--- config.mk ---
export PLATFORM = sky130hd
export DESIGN_NAME = selftest_engine
export DESIGN_NICKNAME = d
export VERILOG_FILES = /design/src/selftest_pkg.sv /design/src/selftest_engine.sv
export VERILOG_INCLUDE_DIRS = /design/src
export SDC_FILE = /design/constraint.sdc
export NUM_CORES = 1
export LEC_CHECK = 0
export ABC_AREA = 0
export CAP_MARGIN = 15
export CORE_MARGIN = 2
export CORE_UTILIZATION = 55
export CTS_BUF_LIST = sky130_fd_sc_hd__clkbuf_8 sky130_fd_sc_hd__clkbuf_16
export DETAILED_ROUTE_END_ITERATION = 8
export DONT_BUFFER_PORTS = 1
export HOLD_SLACK_MARGIN = 0.08
export PLACE_DENSITY = 0.7
export SYNTH_ARGS = -nofsm -noshare
export SYNTH_HDL_FRONTEND = slang
export SYNTH_SLANG_ARGS = --single-unit
export TNS_END_PERCENT = 50
--- constraint.sdc ---
create_clock -name pclk -period 4.2 [get_ports pclk]
set_clock_uncertainty 0.2 [all_clocks]
set_input_delay 1.26 -clock pclk [delete_from_list [all_inputs] [get_ports pclk]]
set_output_delay 1.26 -clock pclk [all_outputs]
set_load 0.1 [all_outputs]
--- src/selftest_cfg.svh ---
// Offsets, field positions, reset values and codes for the self-test block.
// Assumes a 12-bit byte address on the register bus.
`ifndef SELFTEST_CFG_SVH
`define SELFTEST_CFG_SVH
`define OFS_START     12'h380
`define OFS_EXT_CTL   12'h388
`define OFS_DLY_SYM   12'h38C
`define OFS_STATUS    12'h394
`define CTL_MASK      32'h1FFFFFFF
`define CTL_RESET     32'h0400007F
`define DLY_RESET     9'h1BC
`define BIT_FORCED    28
`define LANE_HI       27
`define LANE_LO       26
`define BIT_NO_HALT   25
`define BIT_LOOP_FOREVER 24
`define BIT_LOOP_FOREVER_ALIAS `BIT_LOOP_FOREVER
`define SKIP_HI       23
`define SKIP_LO       12
`define LIMIT_HI      11
`define LIMIT_LO      0
`define LANE_NONE     2'h0
`define LANE_MOD4     2'h1
`define LANE_MOD8     2'h2
`define SYM_COM       9'h1BC
`define SYM_SKP       9'h11C
`define SYM_IDL       9'h17C
`define FIFO_DEPTH    16
`define TX_W          10
`endif

--- src/selftest_pkg.sv ---
// Types shared by the self-test engine.
// Assumes nothing beyond the config header.
package selftest_pkg;
  typedef enum logic [2:0] {
    ST_IDLE, ST_TRAIN, ST_DATA, ST_SKIP, ST_EIOS, ST_DONE
  } eng_state_e;
  typedef struct packed {
    logic [31:0] ctl;
    logic [8:0]  dly;
    logic        port_start;
    logic        pready;
    logic        pslverr;
    logic [31:0] prdata;
    eng_state_e  st;
    logic [2:0]  sym;
    logic [11:0] sets;
    logic [11:0] skp;
    logic        dset;
    logic        frc;
    logic        err_seen;
    logic        halted;
    logic        done;
    logic [7:0]  err_cap;
    logic        train_req;
    logic        override;
    logic        discard;
    logic        running;
  } eng_s;
endpackage

--- src/selftest_engine.sv ---
// Link self-test pattern engine with APB registers and a transmit FIFO.
// Assumes pattern, error and training inputs come from logic on pclk.
//
// Our own choice: the APB register port.
`timescale 1ns/1ps
`default_nettype none
`include "selftest_cfg.svh"

module selftest_fifo #(
  parameter int WIDTH = `TX_W,
  parameter int DEPTH = `FIFO_DEPTH
) (
  input  wire logic             pclk,
  input  wire logic             presetn,
  input  wire logic             ce,
  input  wire logic             in_valid,
  input  wire logic [WIDTH-1:0] in_data,
  output var  logic             in_ready,
  output var  logic             out_valid,
  output var  logic [WIDTH-1:0] out_data,
  input  wire logic             out_ready
);
  localparam int CW = $clog2(DEPTH + 1);
  // Shift style keeps the head word in a flip-flop at entry zero
  typedef struct packed {
    logic [DEPTH-1:0][WIDTH-1:0] mem;
    logic [CW-1:0]               cnt;
    logic                        ovalid;
    logic                        iready;
  } fifo_s;

  fifo_s r_ff;
  fifo_s nxt_r;
  logic  pop;
  logic  push;
  logic [CW-1:0] wpos;
  logic [DEPTH-1:0][WIDTH-1:0] shifted;

  // Each entry takes its upper neighbour on a pop; the top entry holds
  for (genvar g = 0; g < DEPTH; g++) begin : g_shift
    if (g < DEPTH - 1) begin : g_mid
      assign shifted[g] = r_ff.mem[g+1];
    end else begin : g_top
      assign shifted[g] = r_ff.mem[g];
    end
  end

  always_comb begin
    nxt_r = r_ff;
    pop   = r_ff.ovalid & out_ready;
    push  = in_valid & r_ff.iready;
    wpos  = r_ff.cnt;
    if (pop) begin
      nxt_r.mem = shifted;
      wpos      = r_ff.cnt - CW'(1);
    end
    if (push) begin
      nxt_r.mem[wpos] = in_data;
    end
    nxt_r.cnt    = r_ff.cnt + CW'(push) - CW'(pop);
    // Flags come from the next count, so they stay registered
    nxt_r.ovalid = (nxt_r.cnt != '0);
    nxt_r.iready = (nxt_r.cnt != CW'(DEPTH));
  end

  always_ff @(posedge pclk or negedge presetn) begin
    if (!presetn) begin
      r_ff        <= '0;
      r_ff.iready <= 1'b1;
    end else if (ce) begin
      r_ff <= nxt_r;
    end
  end

  assign in_ready  = r_ff.iready;
  assign out_valid = r_ff.ovalid;
  assign out_data  = r_ff.mem[0];
endmodule

module selftest_engine
  import selftest_pkg::*;
#(
  parameter int FIFO_DEPTH = `FIFO_DEPTH
) (
  input  wire logic            pclk,
  input  wire logic            presetn,
  input  wire logic            ce,
  input  wire logic            psel,
  input  wire logic            penable,
  input  wire logic            pwrite,
  input  wire logic [11:0]     paddr,
  input  wire logic [31:0]     pwdata,
  output var  logic [31:0]     prdata,
  output var  logic            pready,
  output var  logic            pslverr,
  input  wire logic            global_test_start,
  input  wire logic [31:0]     pattern_sym,
  input  wire logic [3:0]      pattern_kflag,
  input  wire logic            train_ack,
  input  wire logic            err_in,
  input  wire logic [7:0]      err_code,
  output var  logic [`TX_W-1:0] tx_data,
  output var  logic            tx_valid,
  input  wire logic            tx_ready,
  output var  logic [1:0]      lane_group_select,
  output var  logic            train_req,
  output var  logic            tx_override,
  output var  logic            rx_discard,
  output var  logic            test_running,
  output var  logic            test_done
);
  eng_s r_ff;
  eng_s nxt_r;

  logic             push;
  logic [`TX_W-1:0] push_data;
  logic             fifo_ready;
  logic             setup;
  logic             acc;
  logic             hit;
  logic [31:0]      rdval;
  logic             start;
  logic             forced_entry;
  logic [1:0]       lane_grp;
  logic             no_halt_on_error;
  logic             loop_forever;
  logic [11:0]      skip_interval;
  logic [11:0]      loop_limit;
  logic [7:0]       pat;
  logic             pat_k;
  logic             active;
  logic [31:0]      status;
  logic [8:0]       slot_sym [4];

  // One word per pattern slot, K flag above the byte
  for (genvar g = 0; g < 4; g++) begin : g_slot
    assign slot_sym[g] = {pattern_kflag[g], pattern_sym[8*g +: 8]};
  end

  // Ordered sets open with a comma, then repeat their fill symbol
  function automatic logic [`TX_W-1:0] os_word(input logic [2:0] idx,
                                                input logic [8:0] fill);
    logic [8:0] s;
    s = (idx == 3'h0) ? `SYM_COM : fill;
    return {1'b0, s};
  endfunction

  // Status fields pack into one read-only word
  always_comb begin
    status        = '0;
    status[0]     = r_ff.running;
    status[1]     = r_ff.done;
    status[2]     = r_ff.halted;
    status[3]     = r_ff.err_seen;
    status[15:8]  = r_ff.err_cap;
    status[27:16] = r_ff.sets;
  end

  always_comb begin
    nxt_r            = r_ff;
    push             = 1'b0;
    push_data        = '0;
    rdval            = '0;
    hit              = 1'b1;
    forced_entry     = r_ff.ctl[`BIT_FORCED];
    lane_grp         = r_ff.ctl[`LANE_HI:`LANE_LO];
    no_halt_on_error = r_ff.ctl[`BIT_NO_HALT];
    loop_forever     = r_ff.ctl[`BIT_LOOP_FOREVER];
    skip_interval    = r_ff.ctl[`SKIP_HI:`SKIP_LO];
    loop_limit       = r_ff.ctl[`LIMIT_HI:`LIMIT_LO];
    start = r_ff.port_start | global_test_start;
    pat   = slot_sym[r_ff.sym[1:0]][7:0];
    pat_k = slot_sym[r_ff.sym[1:0]][8];
    active = (r_ff.st == ST_DATA) || (r_ff.st == ST_SKIP) ||
             (r_ff.st == ST_EIOS);

    // Register bus: zero-wait answer, registered from the setup cycle
    setup = psel & ~penable;
    acc   = psel & penable & r_ff.pready;
    case (paddr)
      `OFS_START:   rdval = {31'h0, r_ff.port_start};
      `OFS_EXT_CTL: rdval = r_ff.ctl;
      `OFS_DLY_SYM: rdval = {23'h0, r_ff.dly};
      `OFS_STATUS:  rdval = status;
      default: hit = 1'b0;
    endcase
    // Answer is registered so pready comes straight from a flip-flop
    nxt_r.pready  = setup;
    nxt_r.pslverr = setup & ~hit;
    nxt_r.prdata  = (setup && !pwrite) ? rdval : 32'h0;
    if (acc && pwrite) begin
      case (paddr)
        `OFS_START:   nxt_r.port_start = pwdata[0];
        `OFS_EXT_CTL: nxt_r.ctl = pwdata & `CTL_MASK;
        `OFS_DLY_SYM: nxt_r.dly = pwdata[8:0];
        default: ;
      endcase
    end

    // Pattern engine; a full FIFO stalls it symbol by symbol
    case (r_ff.st)
      ST_IDLE: begin
        if (start) begin
          nxt_r.sets     = '0;
          nxt_r.skp      = '0;
          nxt_r.sym      = '0;
          nxt_r.dset     = 1'b0;
          nxt_r.err_seen = 1'b0;
          nxt_r.halted   = 1'b0;
          nxt_r.done     = 1'b0;
          nxt_r.err_cap  = '0;
          // Mode is latched so later writes cannot flip it mid-run
          nxt_r.frc      = forced_entry;
          if (!loop_forever && loop_limit == 12'h000) begin
            nxt_r.st = ST_EIOS;
          end else if (forced_entry) begin
            nxt_r.st = ST_DATA;
          end else begin
            nxt_r.st = ST_TRAIN;
          end
        end
      end

      ST_TRAIN: begin
        // A start that drops while training abandons the run
        if (!start) begin
          nxt_r.st = ST_IDLE;
        end else if (train_ack) begin
          nxt_r.st = ST_DATA;
        end
      end

      ST_DATA: begin
        if (fifo_ready) begin
          push = 1'b1;
          if (r_ff.dset) begin
            push_data = {1'b1, r_ff.dly};
          end else begin
            push_data = {1'b0, pat_k, pat};
          end
          nxt_r.sym = r_ff.sym + 3'h1;
          if (r_ff.sym == 3'h7) begin
            nxt_r.sets = r_ff.sets + 12'h001;
            nxt_r.skp  = r_ff.skp + 12'h001;
            case (lane_grp)
              `LANE_MOD4: nxt_r.dset = (nxt_r.sets[1:0] == 2'h3);
              `LANE_MOD8: nxt_r.dset = (nxt_r.sets[2:0] == 3'h7);
              `LANE_NONE: nxt_r.dset = 1'b0;
              // Reserved 11 sends no delay sets, like 00
              default:    nxt_r.dset = 1'b0;
            endcase
            // A dropped start ends the run only at a set boundary
            if ((!loop_forever && nxt_r.sets == loop_limit) ||
                !start) begin
              nxt_r.st = ST_EIOS;
            end else if (skip_interval != 12'h000 &&
                         nxt_r.skp == skip_interval) begin
              nxt_r.st  = ST_SKIP;
              nxt_r.skp = '0;
            end
          end
        end
      end

      // Skip sets do not count toward the loop limit
      ST_SKIP: begin
        if (fifo_ready) begin
          push      = 1'b1;
          push_data = os_word(r_ff.sym, `SYM_SKP);
          nxt_r.sym = r_ff.sym + 3'h1;
          if (r_ff.sym == 3'h3) begin
            nxt_r.sym = '0;
            nxt_r.st  = ST_DATA;
          end
        end
      end

      ST_EIOS: begin
        if (fifo_ready) begin
          push      = 1'b1;
          push_data = os_word(r_ff.sym, `SYM_IDL);
          nxt_r.sym = r_ff.sym + 3'h1;
          if (r_ff.sym == 3'h3) begin
            nxt_r.sym  = '0;
            nxt_r.st   = ST_DONE;
            nxt_r.done = 1'b1;
          end
        end
      end

      ST_DONE: begin
        // Start must drop before a new run; a held start never reloops
        if (!start) begin
          nxt_r.st = ST_IDLE;
        end
      end

      default: nxt_r.st = ST_IDLE;
    endcase

    // Errors are ignored while forced entry drives the link
    if (err_in && active && !r_ff.frc) begin
      nxt_r.err_seen = 1'b1;
      if (!r_ff.err_seen || no_halt_on_error) begin
        nxt_r.err_cap = err_code;
      end
      if (!no_halt_on_error && r_ff.st != ST_EIOS) begin
        nxt_r.halted = 1'b1;
        nxt_r.st     = ST_EIOS;
        nxt_r.sym    = '0;
      end
    end

    nxt_r.running   = (nxt_r.st != ST_IDLE) && (nxt_r.st != ST_DONE);
    nxt_r.train_req = (nxt_r.st == ST_TRAIN) && !nxt_r.frc;
    nxt_r.override  = nxt_r.running && nxt_r.frc;
    nxt_r.discard   = nxt_r.running && nxt_r.frc;
  end

  // Clock enable low freezes the whole state, bus answer included
  always_ff @(posedge pclk or negedge presetn) begin
    if (!presetn) begin
      r_ff     <= '0;
      r_ff.ctl <= `CTL_RESET;
      r_ff.dly <= `DLY_RESET;
      r_ff.st  <= ST_IDLE;
    end else if (ce) begin
      r_ff <= nxt_r;
    end
  end

  // Sixteen entries let the engine run ahead of a slow sink
  selftest_fifo #(
    .WIDTH (`TX_W),
    .DEPTH (FIFO_DEPTH)
  ) u_fifo (
    .pclk      (pclk),
    .presetn   (presetn),
    .ce        (ce),
    .in_valid  (push),
    .in_data   (push_data),
    .in_ready  (fifo_ready),
    .out_valid (tx_valid),
    .out_data  (tx_data),
    .out_ready (tx_ready)
  );

  assign prdata            = r_ff.prdata;
  assign pready            = r_ff.pready;
  assign pslverr           = r_ff.pslverr;
  assign lane_group_select = r_ff.ctl[`LANE_HI:`LANE_LO];
  assign train_req         = r_ff.train_req;
  assign tx_override       = r_ff.override;
  assign rx_discard        = r_ff.discard;
  assign test_running      = r_ff.running;
  assign test_done         = r_ff.done;
endmodule
`default_nettype wire

### Word level (Yosys, flattened, before mapping)

Index checks and enable logic that the tools add are counted.

| word-level totals | value |
|---|---|
| register bits | 286 |
| bits in latches | 0 |
| RAM bits | 0 |
| ROM bits | 0 |
| output and inout bits | 52 |
| memories kept | 0 |

| cells by class | value |
|---|---|
| add/subtract/negate cells | 6 |
| multipliers | 0 |
| divide/modulo/power cells | 0 |
| $lt $le $gt $ge | 3 |
| equal/unequal tests | 26 |
| shift operators | 0 |
| multiplexer cells | 53 |
| bitwise logic cells | 10 |
| reduce and logical (&&, ||, !) cells | 41 |

Operators by type and width:

| kind | count |
|---|---|
| bitwise mux 160 bit | 1 |
| 2-to-1 mux 160 bit | 1 |
| 2-to-1 mux 150 bit | 1 |
| one-hot mux 29 bit (4 select lines) | 1 |
| one-hot mux 25 bit (2 select lines) | 1 |
| == test 12 x 10 -> 1 bit (second input constant) | 4 |
| 2-to-1 mux 43 bit | 1 |
| demux 10 bit (select 4 bit) | 1 |
| 2-to-1 mux 8 bit | 5 |
| 2-to-1 mux 6 bit | 6 |
| 2-to-1 mux 9 bit | 4 |
| 2-to-1 mux 32 bit | 1 |
| 2-to-1 mux 31 bit | 1 |
| 2-to-1 mux 10 bit | 3 |
| one-hot mux 10 bit (3 select lines) | 1 |
| 2-to-1 mux 25 bit | 1 |
| adder 12 x 1 -> 12 bit (second input constant) | 2 |
| == test 12 bit | 2 |
| 2-to-1 mux 12 bit | 2 |
| 2-to-1 mux 3 bit | 8 |
| binary-select mux 9 bit (select 2 bit) | 1 |
| one-hot mux 3 bit (6 select lines) | 1 |
| == test 3 bit (second input constant) | 4 |
| logical AND 1 bit | 12 |
| other kinds (36) | 74 |

### Logic depth before layout (Yosys ltp)

Gate-level depths: netlist (run 1).

| depth | value |
|---|---|
| word-level depth | 13 |
| depth in mapped cells | 16 |
| mapped depth without buffers | 14 |

### Modules after synthesis

A second synthesis (run 1) with hierarchy kept.

| unflattened totals | value |
|---|---|
| cell total of the unflattened synthesis | 1913 |
| area total of the unflattened synthesis | 17501.8 sq um |

Modules (own cells, without submodules):

| module | instances | cells an instance | area each (sq um) | seq. area each (sq um) |
|---|---|---|---|---|
| selftest_fifo | 1 | 1182 | 10364.9 | 4180.3 |
| selftest_engine | 1 | 731 | 7136.8 | 2920.3 |

### Worst setup path after synthesis (run 1)

OpenSTA, ideal clock, no wires.

| timing | value |
|---|---|
| path type | input port to flip-flop |
| start | input port tx_ready |
| end | register u_fifo.r_ff, in the netlist u_fifo.in_ready |
| setup time | 0.080 ns |
| arrival | 3.878 ns |
| path slack | 0.043 ns |
| stages on the path | 16 |
| cells stage by stage | nand2_1 -> inv_2 -> clkbuf_1 -> clkbuf_1 -> ha_1 -> inv_1 -> ha_1 -> inv_1 -> fa_1 -> nor2_1 -> nor2_1 -> nor2_1 -> nor2_1 -> xnor2_1 -> nand2_1 -> o22a_1 |

| on the way | value |
|---|---|
| word-level cells in the longest chain between the ends | 3 |

RTL lines:

| what | RTL line | RTL |
|---|---|---|
| start, declared | selftest_engine.sv:104 | `input wire logic tx_ready,` |
| bitwise AND 1 bit | selftest_engine.sv:50 | `pop = r_ff.ovalid & out_ready;` |
| subtractor 5 x 1 -> 5 bit | selftest_engine.sv:60 | `nxt_r.cnt = r_ff.cnt + CW'(push) - CW'(pop);` |
| != test 5 bit | selftest_engine.sv:63 | `nxt_r.iready = (nxt_r.cnt != CW'(DEPTH));` |
| end signal, assigned | selftest_engine.sv:71 | `r_ff <= nxt_r;` |
| end, declared | selftest_engine.sv:32 | `fifo_s r_ff;` |

Every way passes these cells.
A chain may end at the register's enable or synchronous reset.

### Worst setup path after layout (run 1)

| timing | value |
|---|---|
| start | register r_ff[46] in the netlist's numbering |
| end | register u_fifo.r_ff[42] in the netlist's numbering |

| on the way | value |
|---|---|
| word-level cells in the longest chain between the ends | 5 |
| elaborated cells between the ends (all ways) | 9 |

RTL lines:

| what | RTL line | RTL |
|---|---|---|
| start, declared | selftest_engine.sv:112 | `eng_s r_ff;` |
| start signal, assigned | selftest_engine.sv:328 | `r_ff <= nxt_r;` |
| == test 3 x 2 -> 1 bit / == test 3 bit (equally long branches) | selftest_engine.sv:201 | `case (r_ff.st)` |
| OR reduction 3 bit (no source line) | -- |  |
| 2-to-1 mux 1 bit | -- |  |
| bitwise AND 1 bit | selftest_engine.sv:51 | `push = in_valid & r_ff.iready;` |
| 2-to-1 mux 160 bit * | selftest_engine.sv:57 | `if (push) begin` |

Mark *: on every way between the ends. The rest lies on a longest branch, timed or not.

==> results of run 1 <==
## report_power, final
group	leakage, nW	internal [mW]	switching [mW]
Combinational	2.36	1.07	1.67
Sequential	3.32	3.45	0.896
Clock	0.513	1.44	1.07
## cell usage after synthesis (all sizes together), types with 3 or more instances
library cell and instances:
mux2 51, inv 41, xnor2 23, xor2 16, nor4 10, mux2i 10
o2bb2ai 28, o21ai 50, or4 6, nor3 19, nand4 25, o31ai 6
a211oi 3, a22o 11, a2111oi 3, a222oi 5, nand2 72, dfrtp 268
nand3b 6, o221ai 15, nor2b 9, buf 56, ha 19, nor2 168
a22oi 24, mux4 9, and2 5, or3 17, a21oi 170, nand3 29
a31oi 24, and3 12, nand4b 6, dfstp 15, a21o 3, o211ai 3
o21a 7, o22ai 137, clkbuf 103
## worst paths after layout
check	startpoint	end	slack, ns
max in group asynchronous	presetn	u_fifo.r_ff[152]$_DFFE_PN0P_	2.75
min reg2reg	r_ff[15]$_DFFE_PN0P_	r_ff[15]$_DFFE_PN0P_	0.30
max	r_ff[46]$_DFFE_PN0P_	u_fifo.r_ff[42]$_DFFE_PN0P_	0.78
min	presetn	r_ff[41]$_DFFE_PN0P_	0.21
max reg2reg	r_ff[46]$_DFFE_PN0P_	u_fifo.r_ff[42]$_DFFE_PN0P_	0.78
min in group pclk	r_ff[15]$_DFFE_PN0P_	r_ff[15]$_DFFE_PN0P_	0.30
## sequential cells by signal, indices dropped and copies added, names as in the netlist, 2 cells and up, named ones only
register and cells:
lane_group_select 2, u_fifo.r_ff 145, r_ff 64, loop_limit 12, u_fifo.out_data 10, prdata 29
## layout make-up
class / instances / area [um^2] / share of cell area (%)
clock inverter: 20 / 121 / 0.786
timing repair buffer: 30 / 225 / 1.46
multi-input combinational: 1033 / 6590 / 42.7
inverter: 41 / 154 / 0.997
sequential: 283 / 7100 / 46.0
tap: 335 / 419 / 2.72
clock buffer: 35 / 820 / 5.31
## layer usage
layer,global-route usage [%],share of wire [%],wire length (um)
met1,36.3,43,16300
met2,44.0,48,18100
met3,4.44,6.1,2300
met4,8.28,3.0,1120
met5,0,0,0
## per-stage QoR
step / setup WS [ns] / power (mW) / area [um^2] / instances
final: 0.784 / 9.59 / 15400 / 1777
after global routing: 0.585 / 10.1 / 15400 / 1777
after CTS: 0.827 / 9.60 / 15400 / 1777
after detailed placement: 0.349 / 7.09 / 14500 / 1722
after global placement: 0.412 / 6.98 / 14500 / 1722
after floorplan: 0.0429 / 6.39 / 14600 / 1516
## cells by family (layout without fill, tap and decap cells)
logic type	count (synthesis)	count (layout)
AOI/OAI and AO/OA	506	506
and+or+nand+nor	395	395
DFF	283	283
buffers and inverters	200	126
muxes	70	70
xor gates and xnor gates	39	39
adders and majority gates	20	20
other	1	3
==> metrics.md, run 1 <==
| Metric | Value |
|---|---|
| Area contributors post-synth | `dfrtp_1, o22ai_1, a21oi_1, nor2_1, mux2_2` |
| Die height | `167 um` |
| Cells after Synth | `1,514` |
| Clk_lat worst skew | `0.56 ns` |
| Syn. warnings | `0` |
| Yosys top cell area share | `45.9%` |
| Core footprint | `26,100 um^2` |
| Final-report max-slew violation count | `0` |
| First-pass iteration count of the detailed router | `8` |
| CP Capture Type | `register` |
| Main combinational cell family by area after synthesis | `compound AO/OA/AOI/OAI gates` |
| Avg WL per Cell | `21.3 um` |
| Avg Inst Size Synth | `9.65 um^2` |
| Io pins | `150` |
| Final setup vio count | `0` |
| Num CTS Buffers | `30` |
| Crit path kind | `register to register` |
| Leak | `6.20 nW` |
| Share of cells above drive strength 1 | `12.1%` |
| Input/output buffers | `0` |
| GRT Total Usage | `26.7%` |
| Largest net degree at the start of global routing | `284` |
| Nets | `1,537` |
| Pwr/cell area | `622 nW/um^2` |
| Relative slew slack | `27.0%` |
| GPL Wtd Cong | `0.905` |
| Seq cells post-synth | `283` |
| Hold Crit Class | `primary input to async pin` |
| Antenna Cells | `0` |
| Row count | `59` |
| Critical path depth | `6` |
| Crit-path max cell delay | `0.66 ns` |
| Final HPWL DP | `25,000 um` |
| RSZ-0062 raised after global routing | `false` |
| Vias in the first global route | `11,600` |
| CP Cell Sequence | `nor3b_2, o21a_1, nand3_1, or4_1, a21oi_2, o221ai_1` |
| Clock buffer depth | `3` |
| TritonCTS clock tree | `yes` |
| Period utilization | `81.3%` |
| Vias per cell | `6.55` |
| Hold bufs inserted after CTS | `0` |
| Layout Utilization | `59.2%` |
| Crit path launch type | `register` |
| Hold slack | `0.209 ns` |
| Max-cap viol count | `0` |
| Leading area contributor after synthesis | `dfrtp_1` |
| GRT Residual Overflow | `0` |
| Post-DRT Antenna Nets | `0` |
| Status | `finished, final reports clean` |
| Worst EP required | `4.41 ns` |
| CP max stage cell | `or4_1` |
| Peak supply drop | `0.000409 V` |
| Die ar. | `27,900 um^2` |
| FMAX | `293 MHz` |
| Initial antenna violation count | `0` |
| Top Family by Delay on Critical Path | `simple AND/OR/NAND/NOR gates` |
| Final min period | `3.42 ns` |
| Synth Area in Compound Gates | `22.0%` |
| CTS Root Cell | `clkbuf_16` |
| H-Tree Level Count | `1` |
| Initial Util | `56.1%` |
| Mux contribution to synthesized area | `6.00%` |
| First-pass GRT wire length | `61,500 um` |
| Clock slew at reported path FFs | `0.06 ns` |
| Mapped cell area | `14,600 um^2` |
| Adder-Cell Fraction of Synth Area | `1.76%` |
| Final Hold Viols | `0` |
| Asr flop ratio synth | `100%` |
| Vias | `11,600` |
| Cts repair resizes | `0` |
| Area delta synth->final | `5.62%` |
| Largest fanout on the critical path | `15` |
| CTS Sinks | `283` |
| Arrival time worst endpoint | `3.63 ns` |
| Die width | `167 um` |
| Post-synth EDFFs | `0` |
| Simple-Gate Fraction of Synth Area | `12.9%` |
| Setup TNS | `0 ns` |
| Most frequent cells in the layout | `dfrtp_1, nor2_1, a21oi_1, o22ai_1, nand2_1` |
| Worst-Margin Slew | `1.10 ns` |
| Starting DRC count in detailed routing | `1,060` |
| Worst r2r path cells | `6` |
| Count of unique library cells instantiated by Yosys | `73` |
| FILL cells | `2,215` |
| Most common cell after layout, fill and taps aside | `dfrtp_1` |
| Ys flop type | `dfrtp_1` |
| Setup bufs post-CTS | `0` |
| Critical path buffer and inverter count | `0` |
| Routed wire length | `37,900 um` |
| DRC Markers | `0` |
| Xor-xnor portion of the synthesized cell area | `2.34%` |
| Register area share after synthesis | `48.6%` |
Power figures use the tool's default switching activity.
==> run 2, diff against run 1 <==
Settings changed: PLACE_DENSITY 0.7 to 0.73.
Clock period 4.2 ns to 3.07 ns, I/O delays scaled along.
==> metrics.md, run 2 (synthesis gave the netlist of run 1 again) <==
| Metric | Value |
|---|---|
| Peak supply drop | `0.000645 V (was 0.000409 V)` |
| CTS Sinks | `283 (unchanged)` |
| Share of cells above drive strength 1 | `18.7% (was 12.1%)` |
| Hold Crit Class | `primary input to async pin (unchanged)` |
| Pwr/cell area | `839 nW/um^2 (was 622 nW/um^2)` |
| Initial antenna violation count | `0 (unchanged)` |
| Largest net degree at the start of global routing | `284 (unchanged)` |
| Row count | `59 (unchanged)` |
| Worst r2r path cells | `8 (was 6)` |
| CP Capture Type | `register (unchanged)` |
| TritonCTS clock tree | `yes (unchanged)` |
| Initial Util | `56.1% (unchanged)` |
| Avg WL per Cell | `20.5 um (was 21.3 um)` |
| Fin cells | `1,868 (was 1,777)` |
| Die width | `167 um (unchanged)` |
| Final min period | `2.99 ns (was 3.42 ns)` |
| Max FFs per register | `145 (unchanged)` |
| Most common cell after layout, fill and taps aside | `dfrtp_1 (unchanged)` |
| Final Power | `13.7 mW (was 9.59 mW)` |
| H-Tree Level Count | `1 (unchanged)` |
| Die ar. | `27,900 um^2 (unchanged)` |
| GRT Residual Overflow | `0 (unchanged)` |
| Relative slew slack | `28.6% (was 27.0%)` |
| Design area | `16,300 um^2 (was 15,400 um^2)` |
| Final setup vio count | `0 (unchanged)` |
| Setup TNS | `0 ns (unchanged)` |
| Failing checks | `hold timing` |
| Num CTS Buffers | `30 (unchanged)` |
| Period utilization | `97.3% (was 81.3%)` |
| Worst EP required | `3.34 ns (was 4.41 ns)` |
| CP Cell Sequence | `nand2_1, or4_4, a211o_1, a2111oi_2, o2111ai_2, buf_6, o21a_1, a31oi_1 (was nor3b_2, o21a_1, nand3_1, or4_1, a21oi_2, o221ai_1)` |
| Vias per cell | `6.39 (was 6.55)` |
| FMAX | `335 MHz (was 293 MHz)` |
| Final-report max-slew violation count | `0 (unchanged)` |
| Nets | `1,627 (was 1,537)` |
| Max-cap viol count | `0 (unchanged)` |
| DRC Markers | `0 (unchanged)` |
| Io pins | `150 (unchanged)` |
| Crit path kind | `register to register (unchanged)` |
| First-pass iteration count of the detailed router | `6 (was 8)` |
| Crit-path max cell delay | `0.57 ns (was 0.66 ns)` |
| Input/output buffers | `0 (unchanged)` |
| Vias in the first global route | `11,700 (was 11,600)` |
| Core footprint | `26,100 um^2 (unchanged)` |
| Vias | `11,900 (was 11,600)` |
| Final Hold Viols | `268 (was 0)` |
| Most frequent cells in the layout | `dfrtp_1, nor2_1, a21oi_1, o22ai_1, buf_4 (was dfrtp_1, nor2_1, a21oi_1, o22ai_1, nand2_1)` |
| Area delta synth->final | `11.7% (was 5.62%)` |
| Reg2reg start | `r_ff[21]$_DFFE_PN0P_ (was r_ff[46]$_DFFE_PN0P_)` |
| Clock slew at reported path FFs | `0.06 ns (about the same)` |
| Post-DP Area | `15,200 um^2 (was 14,500 um^2)` |
| Biggest register | `u_fifo.r_ff (unchanged)` |
| GPL Wtd Cong | `0.897 (was 0.905)` |
| Antenna Cells | `0 (unchanged)` |
| Clk_lat worst skew | `0.56 ns (about the same)` |
| Status | `complete, but fails checks (was finished, final reports clean)` |
| CTS Root Cell | `clkbuf_16 (unchanged)` |
| GRT Total Usage | `27.3% (was 26.7%)` |
| Placed cells | `1,812 (was 1,722)` |
| Die height | `167 um (unchanged)` |
| Setup bufs post-CTS | `0 (unchanged)` |
| Crit path launch type | `register (unchanged)` |
| R2r endpoint | `rx_discard$_DFFE_PN0P_ (was u_fifo.r_ff[42]$_DFFE_PN0P_)` |
| FILL cells | `2,158 (was 2,215)` |
| Arrival time worst endpoint | `3.25 ns (was 3.63 ns)` |
| Clock buffer depth | `3 (unchanged)` |
| Post-DRT Antenna Nets | `0 (unchanged)` |
| Final HPWL DP | `26,000 um (was 25,000 um)` |
| Worst-Margin Slew | `1.07 ns (was 1.10 ns)` |
| Largest fanout on the critical path | `11 (was 15)` |
| Leak | `6.69 nW (was 6.20 nW)` |
| CP max stage cell | `or4_4 (was or4_1)` |
| Reg2Reg Setup Slack | `0.08 ns (was 0.78 ns)` |
| First-pass GRT wire length | `63,100 um (was 61,500 um)` |
| Starting DRC count in detailed routing | `1,009 (was 1,060)` |
| Hold slack | `-0.143 ns (was 0.209 ns)` |
| Routed wire length | `38,300 um (was 37,900 um)` |
run 2: timing repair:
item	4_1_cts	5_1_grt
pin swaps	0	3
endpoints found under the setup margin	1	39
gates resized for setup	1	10
endpoints found under the hold margin	281	281
run 2: metal layers:
metal,wire [um],vias to the layer above,track usage (%)
met5,0,-,0
met4,1050,0,8.58
met3,2350,65,4.21
met2,18400,399,44.4
met1,16500,5936,37.8
li1,-,5536,-
run 2: worst max-delay path: cells and delay by family, from the launching register on:
family,cells,cell delay [ns]
AND/OR/NAND/NOR,2,0.73
buffers and inverters,1,0.20
AO/OA/AOI/OAI,5,1.29
flip-flops,1,0.47
run 2: layout make-up:
type,instances,area (um^2),area share (%)
clock buffer,37,858,5.26
clock inverter,19,173,1.06
inverter,41,159,0.974
multi-input combinational,1033,6670,40.9
sequential,283,7100,43.5
tap,335,419,2.57
timing repair buffer,120,930,5.70
run 2: power breakdown:
| group | total, mW | switching [mW] | internal (mW) | leakage (nW) |
|---|---|---|---|---|
| Sequential | 5.45 | 0.721 | 4.73 | 3.32 |
| Combinational | 4.51 | 2.83 | 1.68 | 2.84 |
| Clock | 3.74 | 1.51 | 2.22 | 0.530 |
| Total | 13.7 | 5.06 | 8.63 | 6.69 |
run 2: through the flow:
step / setup slack (ns) / utilization, %
after global placement: 0.0152 / 58.5
after detailed placement: -0.00903 / 58.5
final: 0.0829 / 62.6
after floorplan: -0.00294 / -
after CTS: 0.0474 / 62.4
after global routing: -0.0184 / 62.6
run 2: how the worst max path moves through the flow:
stage,start,endpoint,slack [ns],depth (start not counted)
after floorplan,paddr[6],r_ff[82]$_DFFE_PN0P_,-0.003,6
after global placement,r_ff[30]$_DFFE_PN0P_,train_req$_DFFE_PN0P_,0.02,8
after detailed placement,r_ff[30]$_DFFE_PN0P_,train_req$_DFFE_PN0P_,-0.009,8
after CTS,r_ff[29]$_DFFE_PN0P_,rx_discard$_DFFE_PN0P_,0.05,11
after global routing,r_ff[17]$_DFFE_PN0P_,r_ff[21]$_DFFE_PN0P_,-0.02,9
final,r_ff[21]$_DFFE_PN0P_,rx_discard$_DFFE_PN0P_,0.08,8
